## config.mk

```make
export PLATFORM = sky130hd
export DESIGN_NAME = sfpc_top
export DESIGN_NICKNAME = d
export VERILOG_FILES = /design/src/core/sfpc_pkg.sv /design/src/core/sfpc_top.sv /design/src/core/sfpc_regs.sv /design/src/core/sfpc_rate_gen.sv
export VERILOG_INCLUDE_DIRS = /design/src /design/src/core
export SDC_FILE = /design/constraint.sdc
export NUM_CORES = 1
export LEC_CHECK = 0
export BUFFER_PORTS_ARGS = -buffer_cell sky130_fd_sc_hd__buf_2
export CORE_AREA = 5 5 154 156
export CTS_CLUSTER_DIAMETER = 40
export DETAILED_ROUTE_END_ITERATION = 10
export DIE_AREA = 0 0 159 161
export PLACE_DENSITY = 0.87
export SYNTH_ARGS = -nofsm -noshare
export SYNTH_HDL_FRONTEND = slang
export SYNTH_HIERARCHICAL = 1
export SYNTH_SLANG_ARGS = --single-unit
```

## constraint.sdc

```tcl
create_clock -name ref_clk -period 19.58 [get_ports ref_clk]
set_input_delay 3.916 -clock ref_clk [delete_from_list [all_inputs] [get_ports ref_clk]]
set_output_delay 3.916 -clock ref_clk [all_outputs]
set_load 0.01 [all_outputs]
```

## src/core/sfpc_map.svh

```systemverilog
`ifndef SFPC_MAP_SVH
`define SFPC_MAP_SVH

// Register offsets
`define SFPC_OFF_CTRL 8'h30
`define SFPC_OFF_STAT 8'h31
`define SFPC_OFF_RATE 8'h3e
`define SFPC_OFF_SHAPE 8'h3f
`define SFPC_OFF_PHASE_LOW 8'h40
`define SFPC_OFF_PHASE_MID 8'h41
`define SFPC_OFF_PHASE_HIGH 8'h42

// Reset values
`define SFPC_RST_CTRL 8'h01
`define SFPC_RST_RATE 8'h05
`define SFPC_RST_SHAPE 8'h83
`define SFPC_RST_PHASE 8'h00

// Field positions
`define SFPC_RUN_BIT 0
`define SFPC_RATE_LSB 0
`define SFPC_STYLE_BIT 1'b0
`define SFPC_STYLE_POS 0
`define SFPC_EDGE_POS 1
`define SFPC_WIDTH_LSB 4
`define SFPC_POL_POS 7
`define SFPC_HIGH_MSB 5
`define SFPC_STAT_OUT_POS 0
`define SFPC_STAT_ACTIVE_POS 1
`define SFPC_STAT_WAIT_POS 2

// Width code that follows the synthesizer clock
`define SFPC_WIDTH_SYNTH 3'h7

// Timing: reference clock and 64 kHz base period
`define SFPC_REF_PERIOD_PS 25000
`define SFPC_REF_KHZ 40000
`define SFPC_BASE_PERIOD_PS 15625000
`define SFPC_BASE_CYCLES (`SFPC_BASE_PERIOD_PS / `SFPC_REF_PERIOD_PS)
`define SFPC_COARSE_PERIOD_PS 125000000
`define SFPC_COARSE_BASES (`SFPC_COARSE_PERIOD_PS / `SFPC_BASE_PERIOD_PS)
`define SFPC_FINE_KHZ 262144

// Frame periods in 64 kHz base periods, per rate code
`define SFPC_MULT_166HZ 384
`define SFPC_MULT_400HZ 160
`define SFPC_MULT_1KHZ 64
`define SFPC_MULT_2KHZ 32
`define SFPC_MULT_4KHZ 16
`define SFPC_MULT_8KHZ 8
`define SFPC_MULT_32KHZ 2
`define SFPC_MULT_64KHZ 1

// Pulse widths: times, and cycles rounded down to at least one
`define SFPC_W4M_PS 244141
`define SFPC_W8M_PS 122070
`define SFPC_W16M_PS 61035
`define SFPC_W32M_PS 30518
`define SFPC_W65M_PS 15259
`define SFPC_CYC(ps) (((ps) / `SFPC_REF_PERIOD_PS) < 1 ? 1 : ((ps) / `SFPC_REF_PERIOD_PS))

`endif

```

## src/core/sfpc_pkg.sv

```systemverilog
`include "sfpc_map.svh"

package sfpc_pkg;

	// Sequencer states, one-hot
	typedef enum logic [3:0] {
		SFPC_ST_IDLE = 4'b0001,
		SFPC_ST_DELAY = 4'b0010,
		SFPC_ST_ARM = 4'b0100,
		SFPC_ST_ACTIVE = 4'b1000
	} sfpc_state_t;

	typedef logic [2:0] sfpc_rate_t;
	typedef logic [8:0] sfpc_mult_t;

	// Frame period in 64 kHz base periods
	function automatic sfpc_mult_t sfpc_rate_mult(input sfpc_rate_t rate);
		sfpc_mult_t m;
		m = 9'(`SFPC_MULT_64KHZ);
		unique case (rate)
			3'h0: m = 9'(`SFPC_MULT_166HZ);
			3'h1: m = 9'(`SFPC_MULT_400HZ);
			3'h2: m = 9'(`SFPC_MULT_1KHZ);
			3'h3: m = 9'(`SFPC_MULT_2KHZ);
			3'h4: m = 9'(`SFPC_MULT_4KHZ);
			3'h5: m = 9'(`SFPC_MULT_8KHZ);
			3'h6: m = 9'(`SFPC_MULT_32KHZ);
			3'h7: m = 9'(`SFPC_MULT_64KHZ);
		endcase
		return m;
	endfunction

endpackage

```

## src/core/sfpc_top.sv

```systemverilog
// Operation
// RULE1: Rate field picks frame rate, 166.67Hz to 64kHz
// RULE2: Style bit: 50% clock or synced frame pulse
// RULE3: Edge bit: pulse on rising or falling edge
// RULE4: Width field: fixed E1 widths or one synth cycle
// RULE5: Software uses fixed widths only for E1 multiples
// RULE6: Polarity bit: 0 active high, 1 active low
// RULE7: Offset bits 15:0 held at two byte registers
// RULE8: Low offset delays pulse in 262.144MHz steps
// RULE9: Upper offset bits shift in 8kHz cycles
// RULE10: Run bit low holds the output low
// RULE11: All pulse timing locked to synth clock edges
//
// The plain strobed port was decided locally.
`include "sfpc_map.svh"

module sfpc_top (
	input wire logic ref_clk,
	input wire logic rst,
	input wire logic [7:0] reg_addr,
	input wire logic [7:0] reg_wdata,
	input wire logic reg_wr,
	input wire logic reg_rd,
	output logic [7:0] reg_rdata,
	input wire logic synth_clock_out_a,
	output logic frame_pulse_out_a
);

	localparam logic [3:0] W4M_CYC = 4'(`SFPC_CYC(`SFPC_W4M_PS));
	localparam logic [3:0] W8M_CYC = 4'(`SFPC_CYC(`SFPC_W8M_PS));
	localparam logic [3:0] W16M_CYC = 4'(`SFPC_CYC(`SFPC_W16M_PS));
	localparam logic [3:0] W32M_CYC = 4'(`SFPC_CYC(`SFPC_W32M_PS));
	localparam logic [3:0] W65M_CYC = 4'(`SFPC_CYC(`SFPC_W65M_PS));
	localparam logic [17:0] BASE_CYC = 18'(`SFPC_BASE_CYCLES);

	// Register fields
	logic [2:0] rate_q;
	logic style_q;
	logic edge_q;
	logic [2:0] width_code_q;
	logic pol_q;
	logic [15:0] fine_q;
	logic [5:0] coarse_q;
	logic run_q;
	logic [7:0] stat;

	// Timing
	logic align_tick;
	logic synth_prev_q;
	logic synth_rise;
	logic synth_fall;
	logic sync_edge;
	sfpc_pkg::sfpc_state_t state_q;
	sfpc_pkg::sfpc_state_t state_d;
	logic [13:0] delay_q;
	logic [13:0] fine_cyc;
	logic [3:0] width_cnt_q;
	logic [16:0] since_q;
	logic [16:0] half_cyc;
	logic width_follows_synth;
	logic active;

	// Fine offset steps to reference cycles, rounded down
	function automatic logic [13:0] fine_to_cycles(input logic [15:0] steps);
		logic [33:0] prod;
		prod = 34'(steps) * 34'(`SFPC_REF_KHZ);
		return 14'(prod / 34'(`SFPC_FINE_KHZ));
	endfunction

	// Predefined E1 widths in reference cycles
	function automatic logic [3:0] width_cycles(input logic [2:0] code);
		logic [3:0] w;
		w = W65M_CYC;
		unique case (code)
			3'h0: w = W4M_CYC;
			3'h1: w = W8M_CYC;
			3'h2: w = W16M_CYC;
			3'h3: w = W32M_CYC;
			3'h4: w = W65M_CYC;
			3'h5, 3'h6, 3'h7: w = W65M_CYC;
		endcase
		return w;
	endfunction

	sfpc_regs u_regs (
		.ref_clk(ref_clk),
		.rst(rst),
		.reg_addr(reg_addr),
		.reg_wdata(reg_wdata),
		.reg_wr(reg_wr),
		.reg_rd(reg_rd),
		.reg_rdata(reg_rdata),
		.stat_in(stat),
		.rate_q(rate_q),
		.style_q(style_q),
		.edge_q(edge_q),
		.width_q(width_code_q),
		.pol_q(pol_q),
		.fine_q(fine_q),
		.coarse_q(coarse_q),
		.run_q(run_q)
	);

	sfpc_rate_gen u_rate (
		.ref_clk(ref_clk),
		.rst(rst),
		.rate(rate_q),
		.coarse(coarse_q),
		.align_tick(align_tick)
	);

	// Synth clock is synchronous to ref_clk; keep last sample for edge detection
	always_ff @(posedge ref_clk or posedge rst) begin
		if (rst) begin
			synth_prev_q <= 1'b0;
		end else begin
			synth_prev_q <= synth_clock_out_a;
		end
	end

	// Edge choice and derived counts
	always_comb begin
		synth_rise = synth_clock_out_a && !synth_prev_q;
		synth_fall = !synth_clock_out_a && synth_prev_q;
		sync_edge = edge_q ? synth_fall : synth_rise; // RULE3
		fine_cyc = fine_to_cycles(fine_q); // RULE8
		half_cyc = 17'((18'(sfpc_pkg::sfpc_rate_mult(rate_q)) * BASE_CYC) >> 1); // RULE2
		// Reserved codes 101/110 fall back to one synth cycle, the only safe width
		width_follows_synth = width_code_q == `SFPC_WIDTH_SYNTH || width_code_q == 3'h5 || width_code_q == 3'h6;
		active = state_q == sfpc_pkg::SFPC_ST_ACTIVE;
		stat = {5'h00, state_q != sfpc_pkg::SFPC_ST_IDLE && !active, active, frame_pulse_out_a};
	end

	// Sequencer: frame tick, fine delay, wait for synth edge, then drive
	always_comb begin
		state_d = state_q;
		unique case (state_q)
			sfpc_pkg::SFPC_ST_IDLE: begin
				if (align_tick) begin
					state_d = (fine_cyc == 14'h0000) ? sfpc_pkg::SFPC_ST_ARM : sfpc_pkg::SFPC_ST_DELAY; // RULE8
				end
			end
			sfpc_pkg::SFPC_ST_DELAY: begin
				if (delay_q == 14'h0001) begin
					state_d = sfpc_pkg::SFPC_ST_ARM; // RULE8
				end
			end
			sfpc_pkg::SFPC_ST_ARM: begin
				if (sync_edge) begin
					state_d = sfpc_pkg::SFPC_ST_ACTIVE; // RULE11
				end
			end
			sfpc_pkg::SFPC_ST_ACTIVE: begin
				if (style_q == `SFPC_STYLE_BIT) begin
					if (since_q >= half_cyc - 17'h00001) begin
						state_d = sfpc_pkg::SFPC_ST_IDLE; // RULE2
					end
				end else if (width_follows_synth) begin
					if (sync_edge) begin
						state_d = sfpc_pkg::SFPC_ST_IDLE; // RULE4
					end
				end else if (width_cnt_q <= 4'h1) begin
					state_d = sfpc_pkg::SFPC_ST_IDLE; // RULE4
				end
			end
			default: state_d = sfpc_pkg::SFPC_ST_IDLE;
		endcase
		if (!run_q) begin
			state_d = sfpc_pkg::SFPC_ST_IDLE; // RULE10
		end
	end

	// State register
	always_ff @(posedge ref_clk or posedge rst) begin
		if (rst) begin
			state_q <= sfpc_pkg::SFPC_ST_IDLE;
		end else begin
			state_q <= state_d;
		end
	end

	// Fine delay countdown; a delay longer than the frame swallows the next tick
	always_ff @(posedge ref_clk or posedge rst) begin
		if (rst) begin
			delay_q <= 14'h0000;
		end else if (state_q == sfpc_pkg::SFPC_ST_IDLE) begin
			delay_q <= fine_cyc; // RULE8
		end else if (state_q == sfpc_pkg::SFPC_ST_DELAY) begin
			delay_q <= delay_q - 14'h0001;
		end
	end

	// Width and half-period counters, restarted on each synth-edge launch
	always_ff @(posedge ref_clk or posedge rst) begin
		if (rst) begin
			width_cnt_q <= 4'h0;
			since_q <= 17'h00000;
		end else if (state_q == sfpc_pkg::SFPC_ST_ARM) begin
			width_cnt_q <= width_cycles(width_code_q); // RULE4
			since_q <= 17'h00000;
		end else if (active) begin
			width_cnt_q <= width_cnt_q - 4'h1;
			since_q <= since_q + 17'h00001; // RULE2
		end
	end

	// Output flop: polarity applied before the run gate, so run low forces low whatever the polarity
	always_ff @(posedge ref_clk or posedge rst) begin
		if (rst) begin
			frame_pulse_out_a <= 1'b0;
		end else begin
			frame_pulse_out_a <= run_q && (active ^ pol_q); // RULE6 RULE10
		end
	end

	// Helper: cycles between frame ticks with stable rate and offset
	logic [17:0] gap_q;
	logic gap_valid_q;
	always_ff @(posedge ref_clk or posedge rst) begin
		if (rst) begin
			gap_q <= 18'h00000;
			gap_valid_q <= 1'b0;
		end else if (align_tick) begin
			gap_q <= 18'h00000;
			gap_valid_q <= !reg_wr; // A write landing on the tick itself makes the next period irregular
		end else begin
			gap_q <= gap_q + 18'h00001;
			if (reg_wr) begin
				gap_valid_q <= 1'b0;
			end
		end
	end

	property p_frame_period;
		@(posedge ref_clk) disable iff (rst)
		align_tick && gap_valid_q && !reg_wr |->
			gap_q == 18'(18'(sfpc_pkg::sfpc_rate_mult(rate_q)) * BASE_CYC - 18'h00001);
	endproperty
	a_frame_period: assert property (p_frame_period) else $error("frame period wrong for rate"); // RULE1

	property p_clock_half;
		@(posedge ref_clk) disable iff (rst)
		active && run_q && style_q == `SFPC_STYLE_BIT && since_q == half_cyc - 17'h00001 |=> !active;
	endproperty
	a_clock_half: assert property (p_clock_half) else $error("clock style not 50 percent"); // RULE2

	property p_rise_launch;
		@(posedge ref_clk) disable iff (rst)
		state_q == sfpc_pkg::SFPC_ST_ARM && run_q && !edge_q && synth_rise |=> active;
	endproperty
	a_rise_launch: assert property (p_rise_launch) else $error("no launch on rising synth edge"); // RULE3

	property p_hold_without_edge;
		@(posedge ref_clk) disable iff (rst)
		state_q == sfpc_pkg::SFPC_ST_ARM && run_q && !sync_edge |=> state_q == sfpc_pkg::SFPC_ST_ARM;
	endproperty
	a_hold_without_edge: assert property (p_hold_without_edge) else $error("launch without synth edge"); // RULE11

	property p_width_8m;
		@(posedge ref_clk) disable iff (rst)
		(!$past(reg_wr) && $rose(active) && style_q && width_code_q == 3'h1 && run_q && !reg_wr)
			##1 (run_q && !reg_wr)[*2] |-> ($past(active) && active) ##1 active ##1 !active;
	endproperty
	a_width_8m: assert property (p_width_8m) else $error("8.192 MHz width not four cycles"); // RULE4

	property p_polarity_idle;
		@(posedge ref_clk) disable iff (rst)
		run_q && state_q == sfpc_pkg::SFPC_ST_IDLE |=> frame_pulse_out_a == $past(pol_q);
	endproperty
	a_polarity_idle: assert property (p_polarity_idle) else $error("idle level ignores polarity"); // RULE6

	property p_delay_end;
		@(posedge ref_clk) disable iff (rst)
		state_q == sfpc_pkg::SFPC_ST_DELAY && delay_q == 14'h0001 && run_q |=> state_q == sfpc_pkg::SFPC_ST_ARM;
	endproperty
	a_delay_end: assert property (p_delay_end) else $error("fine delay did not end on count"); // RULE8

	property p_delay_step;
		@(posedge ref_clk) disable iff (rst)
		state_q == sfpc_pkg::SFPC_ST_DELAY && delay_q > 14'h0001 && run_q |=>
			state_q == sfpc_pkg::SFPC_ST_DELAY && delay_q == $past(delay_q) - 14'h0001;
	endproperty
	a_delay_step: assert property (p_delay_step) else $error("fine delay not counting down"); // RULE8

	property p_run_low;
		@(posedge ref_clk) disable iff (rst)
		!run_q |=> !frame_pulse_out_a && state_q == sfpc_pkg::SFPC_ST_IDLE;
	endproperty
	a_run_low: assert property (p_run_low) else $error("output not held low when stopped"); // RULE10

endmodule

```

## src/core/sfpc_regs.sv

```systemverilog
`include "sfpc_map.svh"

module sfpc_regs (
	input wire logic ref_clk,
	input wire logic rst,
	input wire logic [7:0] reg_addr,
	input wire logic [7:0] reg_wdata,
	input wire logic reg_wr,
	input wire logic reg_rd,
	output logic [7:0] reg_rdata,
	input wire logic [7:0] stat_in,
	output logic [2:0] rate_q,
	output logic style_q,
	output logic edge_q,
	output logic [2:0] width_q,
	output logic pol_q,
	output logic [15:0] fine_q,
	output logic [5:0] coarse_q,
	output logic run_q
);

	localparam logic [7:0] RATE_RST = `SFPC_RST_RATE;
	localparam logic [7:0] SHAPE_RST = `SFPC_RST_SHAPE;
	localparam logic [7:0] PHASE_RST = `SFPC_RST_PHASE;
	localparam logic [7:0] CTRL_RST = `SFPC_RST_CTRL;

	// Frame rate field
	always_ff @(posedge ref_clk or posedge rst) begin
		if (rst) begin
			rate_q <= RATE_RST[2:0];
		end else if (reg_wr && reg_addr == `SFPC_OFF_RATE) begin
			rate_q <= reg_wdata[`SFPC_RATE_LSB +: 3]; // RULE1
		end
	end

	// Shape fields: style, edge, width, polarity
	always_ff @(posedge ref_clk or posedge rst) begin
		if (rst) begin
			style_q <= SHAPE_RST[`SFPC_STYLE_POS];
			edge_q <= SHAPE_RST[`SFPC_EDGE_POS];
			width_q <= SHAPE_RST[`SFPC_WIDTH_LSB +: 3];
			pol_q <= SHAPE_RST[`SFPC_POL_POS];
		end else if (reg_wr && reg_addr == `SFPC_OFF_SHAPE) begin
			style_q <= reg_wdata[`SFPC_STYLE_POS]; // RULE2
			edge_q <= reg_wdata[`SFPC_EDGE_POS]; // RULE3
			width_q <= reg_wdata[`SFPC_WIDTH_LSB +: 3]; // RULE4
			pol_q <= reg_wdata[`SFPC_POL_POS]; // RULE6
		end
	end

	// Phase offset bytes and run enable
	always_ff @(posedge ref_clk or posedge rst) begin
		if (rst) begin
			fine_q <= {PHASE_RST, PHASE_RST};
			coarse_q <= PHASE_RST[`SFPC_HIGH_MSB:0];
			run_q <= CTRL_RST[`SFPC_RUN_BIT];
		end else if (reg_wr) begin
			if (reg_addr == `SFPC_OFF_PHASE_LOW) begin
				fine_q[7:0] <= reg_wdata; // RULE7
			end
			if (reg_addr == `SFPC_OFF_PHASE_MID) begin
				fine_q[15:8] <= reg_wdata; // RULE7
			end
			if (reg_addr == `SFPC_OFF_PHASE_HIGH) begin
				coarse_q <= reg_wdata[`SFPC_HIGH_MSB:0]; // RULE9
			end
			if (reg_addr == `SFPC_OFF_CTRL) begin
				run_q <= reg_wdata[`SFPC_RUN_BIT]; // RULE10
			end
		end
	end

	// Read data valid only in the cycle after the strobe; reserved bits and holes read zero
	always_ff @(posedge ref_clk or posedge rst) begin
		if (rst) begin
			reg_rdata <= 8'h00;
		end else if (reg_rd) begin
			unique case (reg_addr)
				`SFPC_OFF_RATE: reg_rdata <= {5'h00, rate_q};
				`SFPC_OFF_SHAPE: reg_rdata <= {pol_q, width_q, 2'h0, edge_q, style_q};
				`SFPC_OFF_PHASE_LOW: reg_rdata <= fine_q[7:0];
				`SFPC_OFF_PHASE_MID: reg_rdata <= fine_q[15:8];
				`SFPC_OFF_PHASE_HIGH: reg_rdata <= {2'h0, coarse_q};
				`SFPC_OFF_CTRL: reg_rdata <= {7'h00, run_q};
				`SFPC_OFF_STAT: reg_rdata <= stat_in;
				default: reg_rdata <= 8'h00;
			endcase
		end else begin
			reg_rdata <= 8'h00;
		end
	end

	property p_low_write;
		@(posedge ref_clk) disable iff (rst)
		reg_wr && reg_addr == `SFPC_OFF_PHASE_LOW |=> fine_q[7:0] == $past(reg_wdata);
	endproperty
	a_low_write: assert property (p_low_write) else $error("low offset byte not stored"); // RULE7

	property p_mid_read;
		@(posedge ref_clk) disable iff (rst)
		reg_rd && reg_addr == `SFPC_OFF_PHASE_MID && !reg_wr |=> reg_rdata == fine_q[15:8];
	endproperty
	a_mid_read: assert property (p_mid_read) else $error("mid offset byte read back wrong"); // RULE7

endmodule

```

## src/core/sfpc_rate_gen.sv

```systemverilog
`include "sfpc_map.svh"

module sfpc_rate_gen (
	input wire logic ref_clk,
	input wire logic rst,
	input wire logic [2:0] rate,
	input wire logic [5:0] coarse,
	output logic align_tick
);

	localparam logic [9:0] BASE_LAST = 10'(`SFPC_BASE_CYCLES - 1);

	logic [9:0] base_cnt_q;
	logic [8:0] frame_idx_q;
	logic [8:0] mult;
	logic [8:0] target;

	// Coarse offset in 8 kHz steps, folded into the current frame
	always_comb begin
		mult = sfpc_pkg::sfpc_rate_mult(rate);
		target = 9'((12'(coarse) * 12'(`SFPC_COARSE_BASES)) % 12'(mult)); // RULE9
	end

	// 64 kHz base counter and frame index; a rate change that shrinks the frame wraps at once
	always_ff @(posedge ref_clk or posedge rst) begin
		if (rst) begin
			base_cnt_q <= 10'h000;
			frame_idx_q <= 9'h000;
		end else if (base_cnt_q == BASE_LAST) begin
			base_cnt_q <= 10'h000;
			frame_idx_q <= (frame_idx_q >= mult - 9'h001) ? 9'h000 : frame_idx_q + 9'h001; // RULE1
		end else begin
			base_cnt_q <= base_cnt_q + 10'h001;
			if (frame_idx_q >= mult) begin
				frame_idx_q <= 9'h000;
			end
		end
	end

	// One tick per frame at the coarse phase point
	always_ff @(posedge ref_clk or posedge rst) begin
		if (rst) begin
			align_tick <= 1'b0;
		end else begin
			align_tick <= (base_cnt_q == 10'h000) && (frame_idx_q == target); // RULE1
		end
	end

	property p_tick_on_base;
		@(posedge ref_clk) disable iff (rst)
		align_tick |-> $past(base_cnt_q) == 10'h000;
	endproperty
	a_tick_on_base: assert property (p_tick_on_base) else $error("frame tick off the base grid"); // RULE9

endmodule

```

==> metrics, run 1 <==
vias in the first global route=roughly 12000; Fill cells=1681; number of synthesized flops with an enable pin=0; drt via density=~6.5; hold_sp=since_q[16]$_DFFE_PP0P_; DP Worst Slack=-429 ps; synthesized cell area=between 0.01 and 0.015 mm^2; HPWL after detailed placement=27700 um; max_slew headroom=0.369; critical path class=reg2reg; Crit-path slowest cell=dfstp_2; leakage=between 7 and 8 nW; pwr dens=between 60 and 70 mW/mm^2; num rows=55; Worst path most repeated cell=ha_1; Tightest Pin Transition=roughly 920 ps; Hold Crit Class=reg2reg; peak supply drop=between 0.1 and 0.15 mV; wire per inst=roughly 18 um; IO Count=30; # H-tree levels=3; Routed WL=between 30000 and 40000 um; post-synthesis sequential area ratio=0.177; Seq cells post-synth=roughly 100; Die X=roughly 160 um; CP Data Arrival Time=about 19000 ps; DRC Markers=0; Syn. warnings=6; asr flop ratio synth=1.00; Final Slew Violations=0; CTS tree=done; final worst-path cycle share=0.950; post-synth top area share=0.189; main flop type after synthesis=dfrtp_1; CTS Buf Count=9; Crit path largest cell delay=just under 600 ps; placed cell count=~1900; CP Launch Type=flop; CTS Sinks=~100; leading area contributor after synthesis=ha_1; Starting Density=0.644; First-pass DRT Iterations=5; CTS max path bufs=2; Netlist cell types=roughly 120; worst setup margin=971 ps; Placer Congestion=roughly 0.99; r2r startpoint=u_regs/rate_q[0]$_DFFE_PP1P_; full die area=0.0256 mm^2; endpoints failing setup=0; MaxCap Viol Count=0; global-route wire length before repair=58700 um; Worst setup EP type=flop; Initial DRC Count=around 1100; Die H=~160 um; CTS Root Buffer Type=clkbuf_16; FMAX=about 54 MHz; Critical Path Start=u_regs/rate_q[0]$_DFFE_PP1P_; GRT Resource Usage Total=0.269; share of cells above drive strength 1=0.120; post-route ant nets=0; largest net degree at the start of global routing=42; Mean Syn Cell Area=between 8 and 9 um^2; area grow syn2layout=5.94%; via total after detailed routing=12700; CTS clock-pin slew for the worst setup and hold paths=around 80 ps; Worst Hold Slack=497 ps; Fin Clk Skew=between 10 and 15 ps; Gate Count Post-Synth=between 1500 and 2000; Nets=around 2000; endpoints failing hold=0; CP required=19840 ps; initial antenna violation count=5; min Tclk post-route=about 19000 ps; Placed Instance Area=about 0.015 mm^2; Final Instance Count excl. Fillers=slightly below 2000; # hold bufs at CTS=0; IO buf count=29; status=finished, final reports clean; top post-synthesis cells by area=ha_1, dfrtp_1, fa_1; GRT overflow=0; crit path max fanout=17; clk_lat worst skew=about 360 ps; post-route design area=approximately 0.015 mm^2; CORE AREA=about 0.022 mm^2
-- critical path: cells and delay by family (launching register included) --
family	cells	cell delay [ps]
buffers and inverters	11	1180
adder cells (fa/ha/maj)	11	3500
flip-flops	1	580
AND/OR/NAND/NOR	36	6290
multiplexers	3	900
AO/OA/AOI/OAI	35	6030
-- synthesized netlist by cell type, drive strengths merged (7+ instances only) --
library cell and instances:
ha 216, inv 155, nand2 130, o21ai 98
nor2 97, dfrtp 94, a21oi 82, nand3 60
xnor2 49, mux2 44, fa 43, xor2 42
nor3 38, and3 29, nand2b 29, clkbuf 28
mux2i 25, a21o 23, o21a 22, nor4 21
and2 20, a31oi 18, nand4 17, nor2b 16
o211ai 15, o31ai 15, or2 15, buf 14
a211o 10, nand3b 10, or3 10, a21boi 9
and4 9, o22ai 9, a211oi 8, a311oi 8
a22oi 7, dfstp 7
-- placed cells by master, fill, tap and decap left out, drive strengths merged, types with 11 or more instances in the layout --
cell type,instances
nand3,60
fa,43
a21oi,82
o21a,22
and2,20
nor4,21
nand2b,29
xor2,42
buf,43
clkbuf,11
and3,29
xnor2,49
inv,159
a21o,23
or2,15
ha,216
dfrtp,94
o31ai,15
nor2b,16
nor3,39
o211ai,15
mux2,44
nand4,17
a31oi,18
nor2,97
mux2i,25
o21ai,98
nand2,130
-- repair_timing --
action | CTS | global route
cloned | 0 | 1
endpoints found under the setup margin | 1 | 1
buffers inserted | 2 | 7
resized for setup | 2 | 22
pin swaps | 1 | 4
-- layer usage --
layer | GRT usage | vias up | wire (um)
li1 | - | 6084 | -
met2 | 0.454 | 463 | 17200
met4 | 0.0779 | 4 | 1030
met3 | 0.0457 | 85 | 2320
met5 | 0 | - | 25
met1 | 0.357 | 6077 | 15400
-- registers in the layout, summed over array words and instances, names as in the netlist, 3 cells and up --
name	flops
delay_q	14
u_rate/base_cnt_q	10
u_regs/rate_q	3
u_regs/reg_rdata	8
u_regs/fine_q	16
since_q	17
u_regs/coarse_q	6
u_regs/width_q	3
width_cnt_q	4
u_rate/frame_idx_q	9
state_q	4
-- path summary, 6_finish.rpt --
check / end / slack, ps / cells after the start
min in group asynchronous: u_rate/base_cnt_q[2]$_DFF_PP0_ / 3700 / 2
worst min register to register: since_q[16]$_DFFE_PP0P_ / 500 / 1
worst min-delay path: since_q[16]$_DFFE_PP0P_ / 500 / 1
max in group asynchronous: u_rate/frame_idx_q[8]$_DFFE_PP0P_ / 15400 / 2
worst max register to register: u_rate/align_tick$_DFF_PP0_ / 970 / 96
worst max-delay path: u_rate/align_tick$_DFF_PP0_ / 970 / 96
-- cell type report --
type                            count  area (um^2)  share of cell area
Inverter                          155          582              0.0384
Clock inverter                      6         61.3             0.00404
Multi-Input combinational cell   1366        11100               0.733
Clock buffer                       10          239              0.0158
Antenna cell                        4         10.0            0.000660
Sequential cell                   101         2540               0.167
Timing Repair Buffer               44          268              0.0177
Tap cell                          285          357              0.0235
-- through the flow --
| step | total power, mW | setup TNS, ps | utilization |
|---|---|---|---|
| after global placement | 0.773 | 0 | 0.660 |
| after detailed placement | 0.788 | -429 | 0.660 |
| after global routing | 1.07 | -134 | 0.682 |
| final | 1.00 | 0 | 0.682 |
| after CTS | 0.972 | 0 | 0.675 |
| after floorplan | 0.681 | 0 | - |
-- where the power goes --
group / internal, mW / leakage, nW / total [mW] / switching (mW)
clock network: 0.0935 / 0.150 / 0.182 / 0.0889
logic: 0.243 / 6.05 / 0.587 / 0.344
registers: 0.219 / 1.36 / 0.233 / 0.0147
-- cell families after synthesis --
group,after synthesis,share of synthesized area
compound gates,400,0.201
xor+xnor,93,0.0588
fa+ha+maj,259,0.249
buf+inv,197,0.0558
flops,101,0.177
mux,69,0.0558
other cells,3,0.000787
simple gates,534,0.202
No activity file was read; power rests on OpenSTA's default activity.
==> run 2: changes to the inputs <==
--- a/config.mk
+++ b/config.mk
@@ -6,11 +6,12 @@
 export SDC_FILE = /design/constraint.sdc
 export NUM_CORES = 1
 export LEC_CHECK = 0
+export ABC_AREA = 1
 export BUFFER_PORTS_ARGS = -buffer_cell sky130_fd_sc_hd__buf_2
-export CORE_AREA = 5 5 154 156
+export CORE_AREA = 5 5 156 158
 export CTS_CLUSTER_DIAMETER = 40
 export DETAILED_ROUTE_END_ITERATION = 10
-export DIE_AREA = 0 0 159 161
+export DIE_AREA = 0 0 161 163
 export PLACE_DENSITY = 0.87
 export SYNTH_ARGS = -nofsm -noshare
 export SYNTH_HDL_FRONTEND = slang
==> run 2 against run 1 <==
Synthesized cell count increased by 27%. Clock skew decreased by 1.6 ps. Sequential power increased by 6%. Hold slack got worse by 3.5 ps. Combinational power increased to 3.2 times the previous value. Non-clock buffer count decreased by 12. Global-route usage increased by 1.4 points. Wire length increased by 1.7%. Critical path depth increased by 9. Setup slack improved by 690 ps. Largest cell class unchanged.
==> metrics, run 2 <==
Antenna diodes=0 (-4); GRT overflow=0 (unchanged); Top reg by flops=since_q; leading area contributor after synthesis=ha_1; Final Core Density=0.670 (-0.0118); global-route wire length before repair=62400 um (+6.3%); Pwr Total=2.32 mW (+130%); CTS max path bufs=2 (unchanged); full die area=0.0262 mm^2 (+2.5%); # hold bufs at CTS=0 (unchanged); num rows=56 (+1.8%); Clock Power Share=0.084 (-0.098); GRT Resource Usage Total=0.283 (+0.0145); top post-synthesis cells by area=ha_1, dfrtp_1, nand2_1; switch share=0.573 (+0.127); Hold Path Sink=u_regs/pol_q$_DFFE_PP1P_; Stages on worst setup path=105 (+9.4%); Crit-path slowest cell=dfstp_2; endpoints failing setup=0 (unchanged); IO buf count=29 (unchanged); synthesized cell area=0.0147 mm^2 (+2.4%); post-route ant nets=0 (unchanged); Initial DRC Count=1224 (+13%); top cells by count, synth=nand2_1, inv_1, ha_1; r2r startpoint=u_regs/rate_q[2]$_DFFE_PP1P_; via total after detailed routing=13900 (+9.4%); commonest non-fill, non-tap cells in the layout=nand2_1, inv_1, ha_1, nor2_1, nand3_1; FMAX=55.8 MHz (+3.8%); Crit path largest cell delay=780 ps (+200 ps); drt via density=5.72 (-11%); Netlist cell types=67 (-45%); Hold Crit Class=reg2reg; leakage=8.55 nW (+13%); First-pass DRT Iterations=7 (+2); reg2reg end=u_rate/align_tick$_DFF_PP0_; Final Slew Violations=0 (unchanged); main flop type after synthesis=dfrtp_1; post_cts resized=0 (-2); CORE AREA=0.0230 mm^2 (+3.4%); CTS Buf Count=9 (unchanged); number of synthesized flops with an enable pin=0 (unchanged); CTS Root Buffer Type=clkbuf_16; CTS clock-pin slew for the worst setup and hold paths=80 ps (about the same); share of cells above drive strength 1=0.104 (-0.0159); DRC Markers=0 (unchanged); IO Count=30 (unchanged); Worst setup EP type=flop; peak supply drop=0.233 mV (+110%); CP Launch Type=flop; Die X=161 um (+1.3%); Routed WL=36600 um (+1.7%); DP Worst Slack=1990 ps (+2420 ps); max_slew headroom=0.492 (+0.124); Worst Hold Path Cells=2 (+1); Die H=163 um (+1.2%); Flop pwr share=0.106 (-0.127); Starting Density=0.638 (-0.00601); largest registers=since_q: 17 flops, u_regs/fine_q: 16 flops, delay_q: 14 flops; clk_lat worst skew=360 ps (about the same); hold_sp=u_regs/pol_q$_DFFE_PP1P_; post-route design area=0.0154 mm^2 (+1.6%); Syn. warnings=6 (unchanged); initial antenna violation count=1 (-4); placed cell count=2414 (+24%); vias in the first global route=13600 (+13%); min Tclk post-route=17920 ps (-686 ps); HPWL after detailed placement=29600 um (+6.8%); area grow syn2layout=5.09%; CTS Sinks=101 (unchanged); RSZ-0062 raised after global routing=false; Seq cells post-synth=101 (unchanged); max reg flops=17 (unchanged); switching power=1.33 mW (+200%); asr flop ratio synth=1.00 (unchanged); CP required=19860 ps (+20 ps); final worst-path cycle share=0.915 (-0.0350); CP Data Arrival Time=18210 ps (-660 ps); Worst path top cell family by delay=simple AND/OR/NAND/NOR gates; MaxCap Viol Count=0 (unchanged); post-synth top area share=0.184 (-0.00448); status=finished, final reports clean; pwr dens=151 mW/mm^2 (+130%); most common cell after layout, fill and taps aside=nand2_1; critical path class=reg2reg; post-CTS setup buffer count=0 (-2); Tightest Pin Transition=759 ps (-163 ps); Worst Hold Slack=493 ps (-3.47 ps); Gate Count Post-Synth=2106 (+27%); crit path max fanout=20 (+3); Placed Instance Area=0.0151 mm^2 (+2.8%); Bufs and invs on worst path=16 (+5); Setup TNS Final=0 ps (unchanged); Gate power share=0.809 (+0.224); wire per inst=15.1 um (-18%); # H-tree levels=3 (unchanged); largest net degree at the start of global routing=42 (unchanged); Reg2Reg Depth=105 (+9.4%); Mean Syn Cell Area=6.96 um^2 (-19%); worst setup margin=1660 ps (+686 ps); Final Instance Count excl. Fillers=2430 (+23%); Nets=2415 (+23%); P_int=0.991 mW (+78%); post-synthesis sequential area ratio=0.173 (-0.00420); CTS tree=done; endpoints failing hold=0 (unchanged); internal reg-to-reg setup slack=1660 ps (+690 ps); most frequent cell after synthesis=nand2_1; Fin Clk Skew=10.1 ps (-1.64 ps); Placer Congestion=0.946 (-4.3%)
[run 2: tightest hold or removal path: stages (launching register included)]
cell and delay, ps:
dfstp_2 380, o21ai_0 70, nand2_1 50
[run 2: cell families (layout without fill, tap and decap cells)]
family,after synthesis,after routing,synth area share
buf+inv,384,411,0.103
flops,101,101,0.173
simple gates,1013,1013,0.331
fa+ha+maj,259,259,0.243
compound gates,272,272,0.105
xor+xnor,72,72,0.0430
other cells,3,10,0.000768
mux,2,2,0.00137
[run 2: cell type report]
cell class,instances,area (um^2)
multi-input combinational,1628,10600
clock inverter,6,91.3
inverter,363,1370
sequential,101,2540
timing repair buffer,32,168
tap,290,363
fill,1971,7570
clock buffer,10,239
[run 2: layer usage]
| layer | wire, um | vias to the layer above | part of all wire | GRT usage |
|---|---|---|---|---|
| met2 | 17500 | 452 | 0.48 | 0.493 |
| met3 | 2250 | 82 | 0.061 | 0.0385 |
| li1 | - | 6893 | - | - |
| met1 | 15700 | 6478 | 0.43 | 0.363 |
| met4 | 1040 | 2 | 0.028 | 0.0989 |
| met5 | 11 | - | 0.00030 | 0 |
[run 2: power by group through the flow]
stage          Sequential [mW]  Combinational (mW)  Clock (mW)
6_report                 0.247                1.88       0.196
5_1_grt                  0.249                2.12       0.205
4_1_cts                  0.247                1.85       0.197
3_5_place_dp             0.250                1.84           0
3_3_place_gp             0.250                1.79           0
2_1_floorplan            0.244                1.56           0
[run 2: worst max path at each step]
stage                                        to                         start  slack (ps)
finish              u_rate/align_tick$_DFF_PP0_  u_regs/rate_q[2]$_DFFE_PP1P_        1660
floorplan           u_rate/align_tick$_DFF_PP0_  u_regs/rate_q[2]$_DFFE_PP1P_        4020
global placement    u_rate/align_tick$_DFF_PP0_  u_regs/rate_q[2]$_DFFE_PP1P_        2740
global route        u_rate/align_tick$_DFF_PP0_  u_regs/rate_q[2]$_DFFE_PP1P_          30
detailed placement  u_rate/align_tick$_DFF_PP0_  u_regs/rate_q[2]$_DFFE_PP1P_        1990
CTS                 u_rate/align_tick$_DFF_PP0_  u_regs/rate_q[2]$_DFFE_PP1P_        1940
==> run 3: changes to the inputs <==
--- a/config.mk
+++ b/config.mk
@@ -8,10 +8,10 @@
 export LEC_CHECK = 0
 export ABC_AREA = 1
 export BUFFER_PORTS_ARGS = -buffer_cell sky130_fd_sc_hd__buf_2
-export CORE_AREA = 5 5 156 158
+export CORE_AREA = 5 5 112 219
 export CTS_CLUSTER_DIAMETER = 40
 export DETAILED_ROUTE_END_ITERATION = 10
-export DIE_AREA = 0 0 161 163
+export DIE_AREA = 0 0 117 224
 export PLACE_DENSITY = 0.87
 export SYNTH_ARGS = -nofsm -noshare
 export SYNTH_HDL_FRONTEND = slang
==> run 3 against run 2 <==
The run now ends with design-rule violations left. Clock power down 3%. Non-clock buffer count unchanged. Sequential cell count stayed put. Combinational power up 4%. Largest power group unchanged. Sequential power barely moved. Setup slack worse by 250 ps. Wire length up 11%. Critical path depth down 4. Final area shrank 0.19%. Fmax down 1.4%.
==> metrics, run 3 (same netlist as run 2, synthesis figures left out) <==
post-CTS setup buffer count=0 (unchanged); Die H=224 um (+37%); share of cells above drive strength 1=0.105 (+0.000467); crit path max fanout=20 (unchanged); most common cell after layout, fill and taps aside=nand2_1; Nets=2415 (unchanged); Worst setup EP type=flop; Crit path largest cell delay=780 ps (about the same); area grow syn2layout=4.89%; clk_lat worst skew=390 ps (+30 ps); Placed Instance Area=0.0151 mm^2 (about the same); switch share=0.592 (+0.0195); GRT Resource Usage Total=0.319 (+0.0362); vias in the first global route=14600 (+7.3%); RSZ-0062 raised after global routing=false; Crit-path slowest cell=dfstp_2; CP Launch Type=flop; endpoints failing setup=0 (unchanged); via total after detailed routing=14200 (+2.3%); Worst Hold Slack=488 ps (-5.10 ps); FMAX=55.0 MHz (-1.4%); drt via density=5.88 (+2.7%); CTS clock-pin slew for the worst setup and hold paths=80 ps (about the same); # H-tree levels=3 (unchanged); Routed WL=40600 um (+11%); CP required=19900 ps (+40 ps); leakage=8.54 nW (-0.16%); Final Core Density=0.679 (+0.00881); Hold Path Sink=since_q[16]$_DFFE_PP0P_; internal reg-to-reg setup slack=1400 ps (-250 ps); Placer Congestion=1.05 (+10%); switching power=1.42 mW (+6.7%); MaxCap Viol Count=0 (unchanged); largest registers=since_q: 17 flops, u_regs/fine_q: 16 flops, delay_q: 14 flops; post_cts resized=0 (unchanged); Fin Clk Skew=14.7 ps (+4.68 ps); global-route wire length before repair=67000 um (+7.4%); CTS Buf Count=9 (unchanged); First-pass DRT Iterations=9 (+2); Final Slew Violations=0 (unchanged); CORE AREA=0.0226 mm^2 (-1.5%); min Tclk post-route=18180 ps (+255 ps); reg2reg end=u_rate/align_tick$_DFF_PP0_; initial antenna violation count=0 (-1); Top reg by flops=since_q; CTS Root Buffer Type=clkbuf_16; Reg2Reg Depth=101 (-3.8%); post-route ant nets=0 (unchanged); Hold Crit Class=reg2reg; P_int=0.976 mW (-1.5%); num rows=78 (+39%); hold_sp=since_q[16]$_DFFE_PP0P_; Pwr Total=2.39 mW (+3.2%); status=finished, violations left; largest net degree at the start of global routing=42 (unchanged); peak supply drop=0.355 mV (+52%); Gate power share=0.817 (+0.008); final worst-path cycle share=0.928 (+0.0130); post-route design area=0.0154 mm^2 (-0.19%); pwr dens=156 mW/mm^2 (+3.4%); CTS max path bufs=2 (unchanged); failing checks=design-rule violations; IO buf count=29 (unchanged); full die area=0.0262 mm^2 (-0.13%); commonest non-fill, non-tap cells in the layout=nand2_1, inv_1, ha_1, nor2_1, nand3_1; Die X=117 um (-27%); max reg flops=17 (unchanged); Worst path most repeated cell=ha_1; CTS tree=done; GRT overflow=0 (unchanged); HPWL after detailed placement=33000 um (+11%); CTS Sinks=101 (unchanged); CP Data Arrival Time=18500 ps (+290 ps); endpoints failing hold=0 (unchanged); critical path class=reg2reg; Worst Hold Path Cells=1 (-1); r2r startpoint=u_regs/rate_q[2]$_DFFE_PP1P_; Setup TNS Final=0 ps (unchanged); max_slew headroom=0.482 (-0.0102); DRC Markers=1 (+1); Initial DRC Count=863 (-29%); Starting Density=0.648 (+0.00959); Antenna diodes=0 (unchanged); wire per inst=16.8 um (+11%); Flop pwr share=0.103 (-0.003); Clock Power Share=0.080 (-0.004); Tightest Pin Transition=776 ps (+16.3 ps); IO Count=30 (unchanged); # hold bufs at CTS=0 (unchanged)
## run 3: final cells by class
cell class / count / area [um^2]
clock buffers: 9 / 225
inverters: 363 / 1370
multi-input cells: 1628 / 10600
well taps: 280 / 350
clock inverters: 7 / 85.1
fillers: 1958 / 7260
repair buffers: 32 / 168
flip-flops and latches: 101 / 2540
## run 3: power by group through the flow
stage	Combinational (mW)	Clock, mW	Sequential, mW
global placement	1.89	0	0.250
CTS	1.93	0.192	0.247
global route	2.20	0.200	0.250
finish	1.96	0.191	0.247
floorplan	1.56	0	0.244
detailed placement	1.92	0	0.250
## run 3: how the worst max path moves through the flow
stage,slack (ps),start,to,depth (start not counted)
after floorplan,4020,u_regs/rate_q[2]$_DFFE_PP1P_,u_rate/align_tick$_DFF_PP0_,112
after global placement,2200,u_regs/rate_q[2]$_DFFE_PP1P_,u_rate/align_tick$_DFF_PP0_,102
after detailed placement,1640,u_regs/rate_q[2]$_DFFE_PP1P_,u_rate/align_tick$_DFF_PP0_,105
after CTS,1450,u_regs/rate_q[2]$_DFFE_PP1P_,u_rate/align_tick$_DFF_PP0_,102
after global routing,30,u_regs/rate_q[2]$_DFFE_PP1P_,u_rate/align_tick$_DFF_PP0_,108
final,1400,u_regs/rate_q[2]$_DFFE_PP1P_,u_rate/align_tick$_DFF_PP0_,101
## run 3: per-stage QoR
| stage | std cells | setup slack [ps] |
|---|---|---|
| global placement | 2404 | 2200 |
| floorplan | 2113 | 4020 |
| CTS | 2420 | 1450 |
| global route | 2420 | 28.5 |
| detailed placement | 2404 | 1640 |
| finish | 2420 | 1400 |
## run 3: worst max-delay path, delay by kind of cell (launching register included)
kind / cells / cell delay [ps]
and+or+nand+nor: 56 / 7630
adders and majority gates: 12 / 4020
AOI/OAI and AO/OA: 20 / 3960
buffers and inverters: 12 / 1520
DFF: 1 / 780
xor gates and xnor gates: 1 / 210
## run 3: metal layers
metal,vias to the layer above,track usage,wire [um],share of wire
met5,-,0,0,0
met4,0,0.220,3010,0.074
met3,186,0.0465,1600,0.039
met2,473,0.601,22400,0.55
met1,6653,0.304,13600,0.33
li1,6911,-,-,-
